==> config.mk <==
export PLATFORM = sky130hd
export DESIGN_NAME = cc_channel_timing
export DESIGN_NICKNAME = d
export VERILOG_FILES = /design/src/cc_timing_pkg.sv /design/src/cc_tick_gen.sv /design/src/cc_channel.sv /design/src/cc_channel_timing.sv
export SDC_FILE = /design/constraint.sdc
export NUM_CORES = 2
export LEC_CHECK = 0
export BUFFER_PORTS_ARGS = -buffer_cell sky130_fd_sc_hd__buf_2
export CAP_MARGIN = 15
export CORE_ASPECT_RATIO = 1.25
export CORE_MARGIN = 2
export CORE_UTILIZATION = 60
export CTS_BUF_LIST = sky130_fd_sc_hd__clkbuf_4 sky130_fd_sc_hd__clkbuf_8
export CTS_CLUSTER_SIZE = 30
export DETAILED_ROUTE_END_ITERATION = 8
export GPL_ROUTABILITY_DRIVEN = 0
export PLACE_DENSITY = 0.77
export SLEW_MARGIN = 20
export SYNTH_ARGS = -nofsm -noshare
export SYNTH_HDL_FRONTEND = slang
export SYNTH_SLANG_ARGS = --single-unit
==> constraint.sdc <==
create_clock -name clk_in -period 3.9 [get_ports clk_in]
set_clock_uncertainty 0.05 [all_clocks]
set_input_delay 0.39 -clock clk_in [delete_from_list [all_inputs] [get_ports clk_in]]
set_output_delay 0.39 -clock clk_in [all_outputs]
set_load 0.02 [all_outputs]
==> src/cc_timing_pkg.sv <==
// Shared constants and types for the contact-closure channel timing block.
`default_nettype none
package cc_timing_pkg;
    localparam int CLK_HZ = 25000000;
    localparam int TICK_MS = 50;
    localparam int TICK_CYCLES = CLK_HZ / 1000 * TICK_MS;
    localparam int PULSE_MS = 125;
    localparam int PULSE_TICKS = (PULSE_MS + TICK_MS - 1) / TICK_MS;
    localparam int PULSE_CYCLES = CLK_HZ / 1000 * PULSE_MS;
    localparam int DELAY_MAX_S = 31;
    localparam int EXTN_MAX_HALF_S = 15;
    localparam int HOLD_MAX_STEPS = 15;
    localparam int TICKS_PER_S = 1000 / TICK_MS;
    localparam int TICKS_PER_HALF_S = 500 / TICK_MS;
    localparam int NUM_CH = 4;
    localparam int NUM_SENSORS = 8;
    localparam int TW = 10;
    localparam logic [NUM_CH-1:0] RESET_CH_ENABLE = 4'h3;
    localparam logic [NUM_CH-1:0] RESET_CH_PRESENCE = 4'h0;
    localparam int REG_CH_ENABLE = 0;
    localparam int REG_CH_MODE = 1;
    localparam int REG_CH_MOD_BASE = 2;
    localparam int REG_SENS_BASE = 6;
    localparam int REG_STATUS = 14;
    localparam int REG_IDENT = 15;
    localparam int REG_DISP = 16;

    typedef enum logic [1:0] {
        MOD_NONE = 2'b00,
        MOD_DELAY = 2'b01,
        MOD_EXTN = 2'b10
    } modifier_t;

    // Per-channel configuration.
    typedef struct packed {
        modifier_t kind;
        logic [4:0] value;
    } ch_mod_t;

    // Per-sensor mapping: target shelf, slot, channel mask, holdover, own ext, own delay.
    typedef struct packed {
        logic [1:0] shelf;
        logic [3:0] slot;
        logic [3:0] ch_mask;
        logic [3:0] hold;
        logic [3:0] ext;
        logic [4:0] delay;
    } sensor_map_t;

    // Decoded card identity.
    typedef struct packed {
        logic [1:0] shelf;
        logic ctrl_second;
        logic [3:0] slot;
    } card_id_t;
endpackage
`default_nettype wire

==> src/cc_tick_gen.sv <==
// Free-running 50 ms tick generator.
`default_nettype none
module cc_tick_gen #(
    parameter int CYCLES = cc_timing_pkg::TICK_CYCLES
) (
    // Clock and reset.
    input wire logic clk_in,
    input wire logic rst_n_in,
    // Tick.
    output logic tick_out
);
    import cc_timing_pkg::*;
    initial begin
        if (CYCLES < 2) $error("tick period too short");
    end
    logic [23:0] count;

    // Count up one tick period and pulse at wrap.
    always_ff @(posedge clk_in or negedge rst_n_in) begin
        if (!rst_n_in) begin
            count <= 24'h000000;
            tick_out <= 1'b0;
        end else if (count == 24'(CYCLES - 1)) begin
            count <= 24'h000000;
            tick_out <= 1'b1;
        end else begin
            count <= count + 24'h000001;
            tick_out <= 1'b0;
        end
    end
endmodule
`default_nettype wire

==> src/cc_channel.sv <==
// One contact-closure channel: pulse, presence, delay and extension timing.
`default_nettype none
module cc_channel (
    // Clock and reset.
    input wire logic clk_in,
    input wire logic rst_n_in,
    // Timing and configuration.
    input wire logic tick_in,
    input wire logic enable_in,
    input wire logic presence_in,
    input wire logic [cc_timing_pkg::TW-1:0] delay_ticks_in,
    input wire logic [cc_timing_pkg::TW-1:0] extn_ticks_in,
    // Detection.
    input wire logic active_in,
    input wire logic lead_in,
    // Output.
    output logic closed_out
);
    import cc_timing_pkg::*;
    logic [21:0] pulse_cnt;
    logic [TW-1:0] delay_cnt;
    logic [TW-1:0] extn_cnt;
    logic det_closed;

    // Pulse mode: each leading edge arms a closure counted in clock cycles.
    // The pulse is not a whole number of ticks, so it cannot use the common tick.
    always_ff @(posedge clk_in or negedge rst_n_in) begin
        if (!rst_n_in) begin
            pulse_cnt <= '0;
        end else if (!enable_in || presence_in) begin
            pulse_cnt <= '0;
        end else if (lead_in) begin
            pulse_cnt <= 22'(PULSE_CYCLES);
        end else if (pulse_cnt != '0) begin
            pulse_cnt <= pulse_cnt - 22'h000001;
        end
    end

    // Presence delay: closure only after detection has lasted the delay.
    always_ff @(posedge clk_in or negedge rst_n_in) begin
        if (!rst_n_in) begin
            delay_cnt <= '0;
            det_closed <= 1'b0;
        end else if (!active_in || !enable_in || !presence_in) begin
            delay_cnt <= '0;
            det_closed <= 1'b0;
        end else if (delay_cnt >= delay_ticks_in) begin
            det_closed <= 1'b1;
        end else if (tick_in) begin
            delay_cnt <= delay_cnt + 1'b1;
        end
    end

    // Extension keeps closure after detection ends, only if it had closed.
    always_ff @(posedge clk_in or negedge rst_n_in) begin
        if (!rst_n_in) begin
            extn_cnt <= '0;
        end else if (!enable_in || !presence_in) begin
            extn_cnt <= '0;
        end else if (det_closed) begin
            extn_cnt <= extn_ticks_in;
        end else if (tick_in && extn_cnt != '0) begin
            extn_cnt <= extn_cnt - 1'b1;
        end
    end

    // Disabled channel stays open.
    always_ff @(posedge clk_in or negedge rst_n_in) begin
        if (!rst_n_in) begin
            closed_out <= 1'b0;
        end else begin
            closed_out <= enable_in && (presence_in ? (det_closed || extn_cnt != '0)
                                                    : pulse_cnt != '0);
        end
    end
endmodule
`default_nettype wire

==> src/cc_channel_timing.sv <==
// Four-channel contact-closure timing with sensor mapping and card identity.
//
// Function
// - Disabled channel holds contact and status outputs open always.
// - Enabled channel acts on events from sensors mapped to it.
// - After reset channels one and two are enabled, others disabled.
// - Pulse mode closes contact 0.125 s per leading edge.
// - Presence mode holds contact closed while detection is active.
// - Every channel defaults to pulse mode.
// - Delay defers closure; detection ending earlier never closes.
// - Delay setting covers 0 to 31 whole seconds.
// - Extension prolongs closure 0 to 7.5 s in half seconds.
// - Delay and extension do nothing in pulse mode.
// - Per-sensor holdover lengthens activation by 0 to 0.75 s.
// - Per-sensor delay and extension apply only to that sensor's events.
// - Slot display shows slot number on the four channel indicators.
// - Shelf decoded from switch positions one and two only.
// - Controller type from position three alone.
// - Slot decoded from the second switch bank.
// - Holdover steps are 0.05 s.
`default_nettype none
module cc_channel_timing #(
    parameter int NSENS = cc_timing_pkg::NUM_SENSORS
) (
    // Clock and reset.
    input wire logic clk_in,
    input wire logic rst_n_in,
    // Register port.
    input wire logic [4:0] addr_in,
    input wire logic [31:0] wdata_in,
    input wire logic wr_in,
    input wire logic rd_in,
    output logic [31:0] rdata_out,
    // Detection events from the access point, one level per sensor.
    input wire logic [NSENS-1:0] detect_in,
    // Board switch banks.
    input wire logic [3:0] shelf_type_switch_bank_in,
    input wire logic [3:0] slot_switch_bank_in,
    // Outputs.
    output logic [cc_timing_pkg::NUM_CH-1:0] contact_out,
    output logic [cc_timing_pkg::NUM_CH-1:0] status_out,
    output logic [cc_timing_pkg::NUM_CH-1:0] indicator_out,
    output logic controller_type_second_out
);
    import cc_timing_pkg::*;
    initial begin
        if (NSENS < 1 || NSENS > 8) $error("sensor count must be 1 to 8");
    end

    logic tick;
    logic [NUM_CH-1:0] ch_enable;
    logic [NUM_CH-1:0] ch_presence;
    logic slot_display;
    ch_mod_t ch_mod [NUM_CH];
    sensor_map_t smap [NSENS];
    logic [NSENS-1:0] det_s1;
    logic [NSENS-1:0] det_s2;
    logic [NSENS-1:0] det_prev;
    logic [3:0] sw1_s1;
    logic [3:0] sw1_s2;
    logic [3:0] sw2_s1;
    logic [3:0] sw2_s2;
    card_id_t card_id;
    logic [TW-1:0] hold_cnt [NSENS];
    logic [TW-1:0] sdly_cnt [NSENS];
    logic [NSENS-1:0] sens_on;
    logic [NUM_CH-1:0] ch_active;
    logic [NUM_CH-1:0] ch_lead;
    logic [NUM_CH-1:0] ch_closed;
    logic [TW-1:0] ch_delay_ticks [NUM_CH];
    logic [TW-1:0] ch_extn_ticks [NUM_CH];

    // Decode card identity from synchronised switch banks.
    function automatic card_id_t decode_id(input logic [3:0] sw1, input logic [3:0] sw2);
        card_id_t id;
        id.shelf = sw1[1:0];
        id.ctrl_second = sw1[2];
        id.slot = sw2;
        return id;
    endfunction

    // Convert a setting count into ticks per step.
    function automatic logic [TW-1:0] to_ticks(input logic [4:0] v, input int per);
        return TW'(32'(v) * per);
    endfunction

    // Does a sensor mapping address this card?
    function automatic logic maps_here(input sensor_map_t m, input card_id_t id);
        return (m.shelf == id.shelf) && (m.slot == id.slot);
    endfunction

    cc_tick_gen #(
        .CYCLES(TICK_CYCLES)
    ) u_tick (
        .clk_in(clk_in),
        .rst_n_in(rst_n_in),
        .tick_out(tick)
    );

    // Two-stage synchronisers for pins.
    always_ff @(posedge clk_in or negedge rst_n_in) begin
        if (!rst_n_in) begin
            det_s1 <= '0;
            det_s2 <= '0;
            det_prev <= '0;
            sw1_s1 <= 4'h0;
            sw1_s2 <= 4'h0;
            sw2_s1 <= 4'h0;
            sw2_s2 <= 4'h0;
        end else begin
            det_s1 <= detect_in;
            det_s2 <= det_s1;
            det_prev <= det_s2;
            sw1_s1 <= shelf_type_switch_bank_in;
            sw1_s2 <= sw1_s1;
            sw2_s1 <= slot_switch_bank_in;
            sw2_s2 <= sw2_s1;
        end
    end

    // Registered card identity.
    always_ff @(posedge clk_in or negedge rst_n_in) begin
        if (!rst_n_in) begin
            card_id <= '0;
        end else begin
            card_id <= decode_id(sw1_s2, sw2_s2);
        end
    end

    // Channel configuration registers.
    always_ff @(posedge clk_in or negedge rst_n_in) begin
        if (!rst_n_in) begin
            ch_enable <= RESET_CH_ENABLE;
            ch_presence <= RESET_CH_PRESENCE;
            slot_display <= 1'b0;
            for (int c = 0; c < NUM_CH; c++) begin
                ch_mod[c] <= '0;
            end
        end else if (wr_in) begin
            if (addr_in == 5'(REG_CH_ENABLE)) begin
                ch_enable <= wdata_in[NUM_CH-1:0];
            end
            if (addr_in == 5'(REG_CH_MODE)) begin
                ch_presence <= wdata_in[NUM_CH-1:0];
            end
            if (addr_in == 5'(REG_DISP)) begin
                slot_display <= wdata_in[0];
            end
            for (int c = 0; c < NUM_CH; c++) begin
                if (addr_in == 5'(REG_CH_MOD_BASE + c)) begin
                    ch_mod[c].kind <= modifier_t'(wdata_in[6:5]);
                    ch_mod[c].value <= (wdata_in[6:5] == MOD_EXTN && wdata_in[4]) ?
                        5'h0F : wdata_in[4:0];
                end
            end
        end
    end

    // Sensor mapping registers.
    always_ff @(posedge clk_in or negedge rst_n_in) begin
        if (!rst_n_in) begin
            for (int s = 0; s < NSENS; s++) begin
                smap[s] <= '0;
            end
        end else if (wr_in) begin
            for (int s = 0; s < NSENS; s++) begin
                if (addr_in == 5'(REG_SENS_BASE + s)) begin
                    smap[s] <= sensor_map_t'(wdata_in[22:0]);
                    if (wdata_in[12:9] > 4'(HOLD_MAX_STEPS)) begin
                        smap[s].hold <= 4'(HOLD_MAX_STEPS);
                    end
                end
            end
        end
    end

    // Per-sensor own delay and holdover plus own extension.
    always_ff @(posedge clk_in or negedge rst_n_in) begin
        if (!rst_n_in) begin
            for (int s = 0; s < NSENS; s++) begin
                hold_cnt[s] <= '0;
                sdly_cnt[s] <= '0;
                sens_on[s] <= 1'b0;
            end
        end else begin
            for (int s = 0; s < NSENS; s++) begin
                if (!det_s2[s]) begin
                    sdly_cnt[s] <= '0;
                end else if (tick && sdly_cnt[s] < to_ticks(smap[s].delay, TICKS_PER_S)) begin
                    sdly_cnt[s] <= sdly_cnt[s] + 1'b1;
                end
                if (det_s2[s] && sdly_cnt[s] >= to_ticks(smap[s].delay, TICKS_PER_S)) begin
                    sens_on[s] <= 1'b1;
                    hold_cnt[s] <= to_ticks(5'(smap[s].hold), 1)
                        + to_ticks(5'(smap[s].ext), TICKS_PER_HALF_S);
                end else if (hold_cnt[s] != '0) begin
                    sens_on[s] <= 1'b1;
                    if (tick) begin
                        hold_cnt[s] <= hold_cnt[s] - 1'b1;
                    end
                end else begin
                    sens_on[s] <= 1'b0;
                end
            end
        end
    end

    // Gather mapped sensors into channel activity and leading edges.
    always_comb begin
        ch_active = '0;
        ch_lead = '0;
        for (int c = 0; c < NUM_CH; c++) begin
            for (int s = 0; s < NSENS; s++) begin
                if (maps_here(smap[s], card_id) && smap[s].ch_mask[c] && ch_enable[c]) begin
                    ch_active[c] = ch_active[c] | sens_on[s];
                    ch_lead[c] = ch_lead[c] | (det_s2[s] & ~det_prev[s]);
                end
            end
        end
    end

    // Channel modifier values in ticks.
    always_comb begin
        for (int c = 0; c < NUM_CH; c++) begin
            ch_delay_ticks[c] = (ch_mod[c].kind == MOD_DELAY) ?
                to_ticks(ch_mod[c].value, TICKS_PER_S) : '0;
            ch_extn_ticks[c] = (ch_mod[c].kind == MOD_EXTN) ?
                to_ticks(ch_mod[c].value, TICKS_PER_HALF_S) : '0;
        end
    end

    // One timing unit per channel.
    for (genvar c = 0; c < NUM_CH; c++) begin : g_ch
        cc_channel u_ch (
            .clk_in(clk_in),
            .rst_n_in(rst_n_in),
            .tick_in(tick),
            .enable_in(ch_enable[c]),
            .presence_in(ch_presence[c]),
            .delay_ticks_in(ch_delay_ticks[c]),
            .extn_ticks_in(ch_extn_ticks[c]),
            .active_in(ch_active[c]),
            .lead_in(ch_lead[c]),
            .closed_out(ch_closed[c])
        );
    end

    // Outputs: contact and status follow closure; indicators may show the slot.
    always_ff @(posedge clk_in or negedge rst_n_in) begin
        if (!rst_n_in) begin
            contact_out <= '0;
            status_out <= '0;
            indicator_out <= '0;
            controller_type_second_out <= 1'b0;
        end else begin
            contact_out <= ch_closed & ch_enable;
            status_out <= ch_closed & ch_enable;
            indicator_out <= slot_display ? card_id.slot : (ch_closed & ch_enable);
            controller_type_second_out <= card_id.ctrl_second;
        end
    end

    // Read data, valid the cycle after the read strobe.
    always_ff @(posedge clk_in or negedge rst_n_in) begin
        if (!rst_n_in) begin
            rdata_out <= 32'h00000000;
        end else if (rd_in) begin
            rdata_out <= 32'h00000000;
            if (addr_in == 5'(REG_CH_ENABLE)) rdata_out <= 32'(ch_enable);
            if (addr_in == 5'(REG_CH_MODE)) rdata_out <= 32'(ch_presence);
            if (addr_in == 5'(REG_DISP)) rdata_out <= 32'(slot_display);
            if (addr_in == 5'(REG_STATUS)) rdata_out <= 32'({ch_active, ch_closed});
            if (addr_in == 5'(REG_IDENT)) rdata_out <= 32'(card_id);
            for (int c = 0; c < NUM_CH; c++) begin
                if (addr_in == 5'(REG_CH_MOD_BASE + c)) rdata_out <= 32'(ch_mod[c]);
            end
            for (int s = 0; s < NSENS; s++) begin
                if (addr_in == 5'(REG_SENS_BASE + s)) rdata_out <= 32'(smap[s]);
            end
        end else begin
            rdata_out <= 32'h00000000;
        end
    end
endmodule
`default_nettype wire

Word-level counts from Yosys, hierarchy flattened
Index checks and enable logic that the tools add are counted.
Cells by class
  $add $sub $neg: 37
  $mul: 24
  magnitude comparators: 21
  equality and inequality tests: 54
  muxes and demuxes: 199
  bitwise operators: 73
  reductions and logical operators: 205
Operator list (number)
  $mux 10: 68
  $mux 32: 17
  $mux 22: 12
  $mul 5x3->8 const B: 16
  $add 10x1->10 const B: 12
  $ge 10x10->1: 12
  $reduce_bool 10->1: 12
  $sub 10x1->10 const B: 12
  $logic_and 1x1->1: 97
  $mux 1: 93
  $reduce_bool 22->1: 4
  $sub 22x1->22 const B: 4
  $lt 10x10->1: 8
  $add 4x8->9: 8
  $mul 4x3->7 const B: 8
  $or 1x1->1: 56
  $reduce_and 2->1: 27
  $reduce_bool 2->1: 24
  $eq 5x4->1 const B: 8
  $mux 9: 4
  $eq 4x4->1: 8
  $add 24x1->24 const B: 1
  $eq 24x21->1 const B: 1
  $mux 24: 1
  other kinds (18): 100
Word-level totals
  register bits after elaboration: 676
  input port bits: 57
  output and inout bits: 45
  word-level logic and storage cells: 725

Logic depth before layout (Yosys ltp)
  word-level depth: 34
  gate-level depth with buffers: 17
  depth with buffers taken out: 16

Modules after synthesis
A second synthesis with hierarchy kept.
Unflattened totals
  cell total of the unflattened synthesis: 4076
  area total of the unflattened synthesis: 40697.8 sq um
Modules (own cells, without submodules)
  cc_channel_timing: instances 1, cells each 2802, area an instance 28741.3 sq um, seq. area each 11663.7 sq um
  cc_channel: instances 4, cells each 291, area an instance 2688.8 sq um, seq. area each 1101.1 sq um
  cc_tick_gen: instances 1, cells each 110, area an instance 1201.2 sq um, seq. area each 625.6 sq um

Worst setup path before layout
OpenSTA, ideal clock, no wires.
  kind: register to register
  from: reg smap[26] in the netlist's numbering
  to: reg sdly_cnt[18] in the netlist's numbering
  library setup time: 0.078 ns
  data arrival time: 3.334 ns
  required time: 3.772 ns
  slack: 0.438 ns
  stages on the path, launching flop included: 15
  buffers on the path: 1
  clock period less this slack: 3.462 ns
  cells stage by stage: dfrtp_1 -> ha_1 -> ha_1 -> inv_1 -> fa_1 -> xor2_1 -> ha_1 -> a21o_1 -> a21o_1 -> a21oi_1 -> and2_0 -> clkbuf_1 -> nand4_1 -> or4_1 -> a21oi_1
On the way
  longest elaborated chain between the ends: 4
Ends and longest elaborated chain
  start, declared: line cc_channel_timing.sv:55  | sensor_map_t smap [NSENS];
  start signal, assigned by index: line cc_channel_timing.sv:168  | smap[s] <= sensor_map_t'(wdata_in[22:0]);
  $mul 5x3->8: line cc_channel_timing.sv:84  | return TW'(32'(v) * per);
  $lt 10x10->1: line cc_channel_timing.sv:189  | end else if (tick && sdly_cnt[s] < to_ticks(smap[s].delay, TICKS_PER_S)) begin
  $logic_and 1x1->1: line cc_channel_timing.sv:189
  $ne 2x1->1 (no source line)
  end signal, assigned by index: line cc_channel_timing.sv:190  | sdly_cnt[s] <= sdly_cnt[s] + 1'b1;
  end, declared: line cc_channel_timing.sv:65  | logic [TW-1:0] sdly_cnt [NSENS];
No other way between the ends.
A chain may end at the register's enable or synchronous reset.

Final worst setup path
  from: reg smap[118] in the netlist's numbering
  to: reg sens_on[2]
On the way
  longest elaborated chain between the ends: 4
Ends and longest elaborated chain
  $mul 5x3->8: line cc_channel_timing.sv:84
  $ge 10x10->1: line cc_channel_timing.sv:192  | if (det_s2[s] && sdly_cnt[s] >= to_ticks(smap[s].delay, TICKS_PER_S)) begin
  $logic_and 1x1->1: line cc_channel_timing.sv:192
  $mux 1: line cc_channel_timing.sv:192
  end signal, assigned by index: line cc_channel_timing.sv:193  | sens_on[s] <= 1'b1;
  end signal, assigned by index: line cc_channel_timing.sv:197  | sens_on[s] <= 1'b1;
  end signal, assigned by index: line cc_channel_timing.sv:202  | sens_on[s] <= 1'b0;
  end, declared: line cc_channel_timing.sv:66  | logic [NSENS-1:0] sens_on;
No other way between the ends.

==> flow_metrics.tcl <==
set metrics [dict create \
    outcome "finished clean" \
    synthArstFlopShare 1.00 \
    hp-start "wdata_in[9]" \
    cap_violations 0 \
    avgSynthCellArea_um2 10.0 \
    grt_max_degree 129 \
    synth_edf_count 0 \
    postCtsSetupBuffers 0 \
    die_w_um 231 \
    critical-path-slowest-cell "or4_1" \
    ys_types 90 \
    path_class "reg2reg" \
    initial_utilization 0.604 \
    power.density_nw_per_um2 547 \
    path_clk_slew_ns 0.07 \
    path_cells "ha_1 -> ha_1 -> inv_1 -> fa_1 -> xor2_1 -> ha_1 -> a21o_1 -> a21o_1 -> a21oi_1 -> a21oi_1 -> buf_4 -> or4_1" \
    nNetsFinal 4359 \
    p_int_mw 15.1 \
    relSlewSlack 0.290 \
    min_period_ns 3.63 \
    grt_usage 0.300 \
    dieArea_um2 66500 \
    reg2reg_from "smap[118]" \
    end_kind "register" \
    ys_seq_elements 667 \
    comb_power_share 0.319 \
    startpoint_type "register" \
    finalWorstSetupSlack_ns 0.266 \
    htree_num_levels 3 \
    port_buffers 82 \
    final_common_cell "dfrtp_1" \
    power.switching_mw 8.37 \
    clock-sinks 667 \
    area_growth_syn_to_layout_pct 10.9 \
    peakVddDrop_mv 0.335 \
    ys_seq_area_frac 0.432 \
    ioPinCount 102 \
    first_iter_violations 2574 \
    pre_cts_ws_ns 0.298 \
    drive_above_1_share 0.141 \
    crit_arrival_ns 4.17 \
    cts_buffer_depth 3 \
    grt_pass1_vias 29800 \
    hold_path.class "in2reg" \
    p_sw_frac 0.357 \
    rows 104 \
    antenna_found_initial 6 \
    drc 0 \
    whs_path_depth 2 \
    grt_first_pass_wirelength_mm 158 \
    r2r-end "sens_on[2]" \
    slew_viol_final 0 \
    final.setup.tns_ns 0 \
    seqPwrFrac 0.397 \
    first_pass_iters 7 \
    yosys_warnings 0 \
    ys.flop_type "dfrtp_1" \
    crit_buf_inv 2 \
    grt_overflow 0 \
    hold_viol 0 \
    r2r_setup_slack_ns 0.27 \
    wl_mm 99.0 \
    crit_fanout 8 \
    hpwl_mm 70.2 \
    core_area_um2 64000 \
    post-route-period-util 0.932 \
    setup_viol 0 \
    grt_setup_unrepaired "false" \
    worstMarginPinSlew_ns 1.06 \
    crit_required_ns 4.44 \
    whs_ns 0.0434 \
    cts_tree "built" \
    vias 30000 \
    fp.dieH_um 288 \
    clk_latency_ns 0.74 \
    slowest_delay_ns 0.50 \
    root_buffer "clkbuf_8" \
    fillCellCount 5002 \
    via_per_inst 6.07 \
    fmax_ghz 0.275 \
    cts_buffers 104 \
    power.leakage_nw 19.5 \
    pwr-share-clk 0.284 \
    layout_common_cells "dfrtp_1 (664), nand2_1 (304), nor2_1 (274)" \
    ant_nets 0 \
    syn_inst 3861 \
    critPathTopFamily "adder cells" \
    synth_area_um2 38700 \
    wl_per_cell_um 20.0 \
    cpMostUsedCell "ha_1" \
    reg2reg_depth 12 \
    hold_path_end "smap[9]" \
]
final cells by class:
type / instances / area [µm²] / area share
sequential: 667 / 16700 / 0.389
inverter: 198 / 743 / 0.0173
clock buffer: 161 / 2010 / 0.0469
clock inverter: 31 / 358 / 0.00835
antenna: 3 / 7.51 / 0.000175
timing repair buffer: 185 / 1340 / 0.0313
multi-input combinational: 2853 / 20700 / 0.482
tap: 848 / 1060 / 0.0247
state kept, by name, summed over array words and instances, names as in the netlist, 23 cells and up:
| signal | count |
|---|---|
| sdly_cnt | 80 |
| g_ch.u_ch.pulse_cnt | 88 |
| rdata_out | 23 |
| smap | 184 |
| u_tick.count | 24 |
| ch_mod | 28 |
| g_ch.u_ch.delay_cnt | 40 |
| hold_cnt | 80 |
| g_ch.u_ch.extn_cnt | 40 |
metal layers:
| metal | up-vias | track usage | part of all wire |
|---|---|---|---|
| met3 | 355 | 0.0534 | 0.067 |
| met1 | 14600 | 0.360 | 0.39 |
| met5 | - | 0 | 0.00053 |
| li1 | 14000 | - | - |
| met2 | 1033 | 0.507 | 0.48 |
| met4 | 8 | 0.178 | 0.061 |
worst register-to-register path: cells and delay by family (launching register included):
family / cells / cell delay, ns
buffers and inverters: 2 / 0.35
AND/OR/NAND/NOR: 1 / 0.50
flip-flops: 1 / 0.42
AO/OA/AOI/OAI: 4 / 0.85
XOR/XNOR: 1 / 0.18
adder cells (fa/ha/maj): 4 / 1.16
Yosys cell counts, types with 9 or more instances:
cell type,number,share of area
dfrtp_1,665,0.43
nand2_1,304,0.030
nor2_1,278,0.027
ha_1,265,0.086
mux2_2,202,0.059
xnor2_1,202,0.046
inv_1,198,0.019
a21oi_1,169,0.022
o21ai_0,157,0.020
xor2_1,151,0.034
nor3_1,114,0.015
clkbuf_1,113,0.011
nand3_1,110,0.014
a22oi_1,74,0.014
nor2b_1,59,0.0095
a21o_1,55,0.011
nand4_1,55,0.0089
or3_1,53,0.0086
mux2i_1,50,0.013
nor4_1,46,0.0074
and2_1,44,0.0071
or4_1,43,0.0083
nand2b_1,36,0.0058
fa_1,28,0.014
o31ai_1,27,0.0052
and3_1,24,0.0039
a31oi_1,18,0.0029
a21boi_1,16,0.0031
o21ai_1,16,0.0021
buf_4,15,0.0029
nand3b_1,15,0.0029
o21a_1,15,0.0029
a211oi_1,14,0.0027
and4_1,14,0.0032
o211ai_1,14,0.0027
buf_1,13,0.0013
a21boi_0,12,0.0023
nor3b_1,11,0.0021
a22o_1,10,0.0023
a41oi_1,10,0.0023
nand4b_1,10,0.0023
buf_2,9,0.0012
how the worst max path moves through the flow:
stage,endpoint,cells after the start,from
after floorplan,sdly_cnt[18],14,smap[26]
after global placement,sens_on[2],12,smap[118]
after detailed placement,sdly_cnt[36],13,smap[70]
after CTS,sdly_cnt[36],13,smap[70]
after global routing,sdly_cnt[38],13,smap[72]
final,sens_on[2],12,smap[118]
cells by family (layout without fill, tap and decap cells):
kind of cell,count (synthesis),after routing,synth area share
AO/OA/AOI/OAI,694,694,0.116
XOR/XNOR,353,353,0.0799
adder cells (fa/ha/maj),293,293,0.100
buffers and inverters,349,575,0.0358
flip-flops,667,667,0.432
multiplexers,252,252,0.0718
other,1,12,0.0000970
AND/OR/NAND/NOR,1252,1252,0.164
power groups by stage:
stage | Clock, mW | Combinational (mW) | Sequential, mW
6_report | 6.67 | 7.49 | 9.31
5_1_grt | 7.08 | 8.53 | 9.43
4_1_cts | 6.77 | 8.01 | 9.33
3_5_place_dp | 0 | 7.88 | 9.44
3_3_place_gp | 0 | 7.68 | 9.39
2_1_floorplan | 0 | 5.86 | 8.98
stage by stage:
| step | utilization | instances | power [mW] | cell area, µm² |
|---|---|---|---|---|
| 2_1_floorplan | - | 3869 | 14.8 | 38700 |
| 3_3_place_gp | 0.628 | 4722 | 17.1 | 40200 |
| 3_5_place_dp | 0.628 | 4722 | 17.3 | 40200 |
| 4_1_cts | 0.670 | 4943 | 24.1 | 42900 |
| 5_1_grt | 0.670 | 4944 | 25.0 | 42900 |
| 6_report | 0.670 | 4946 | 23.5 | 42900 |
timing repair:
| item | 4_1_cts | 5_1_grt |
|---|---|---|
| endpoints found under the hold margin | 172 | 0 |
| setup endpoints to repair | 0 | 1 |
| gates resized for setup | 0 | 1 |
| hold buffers | 29 | 0 |
No activity file was read; power rests on OpenSTA's default activity.
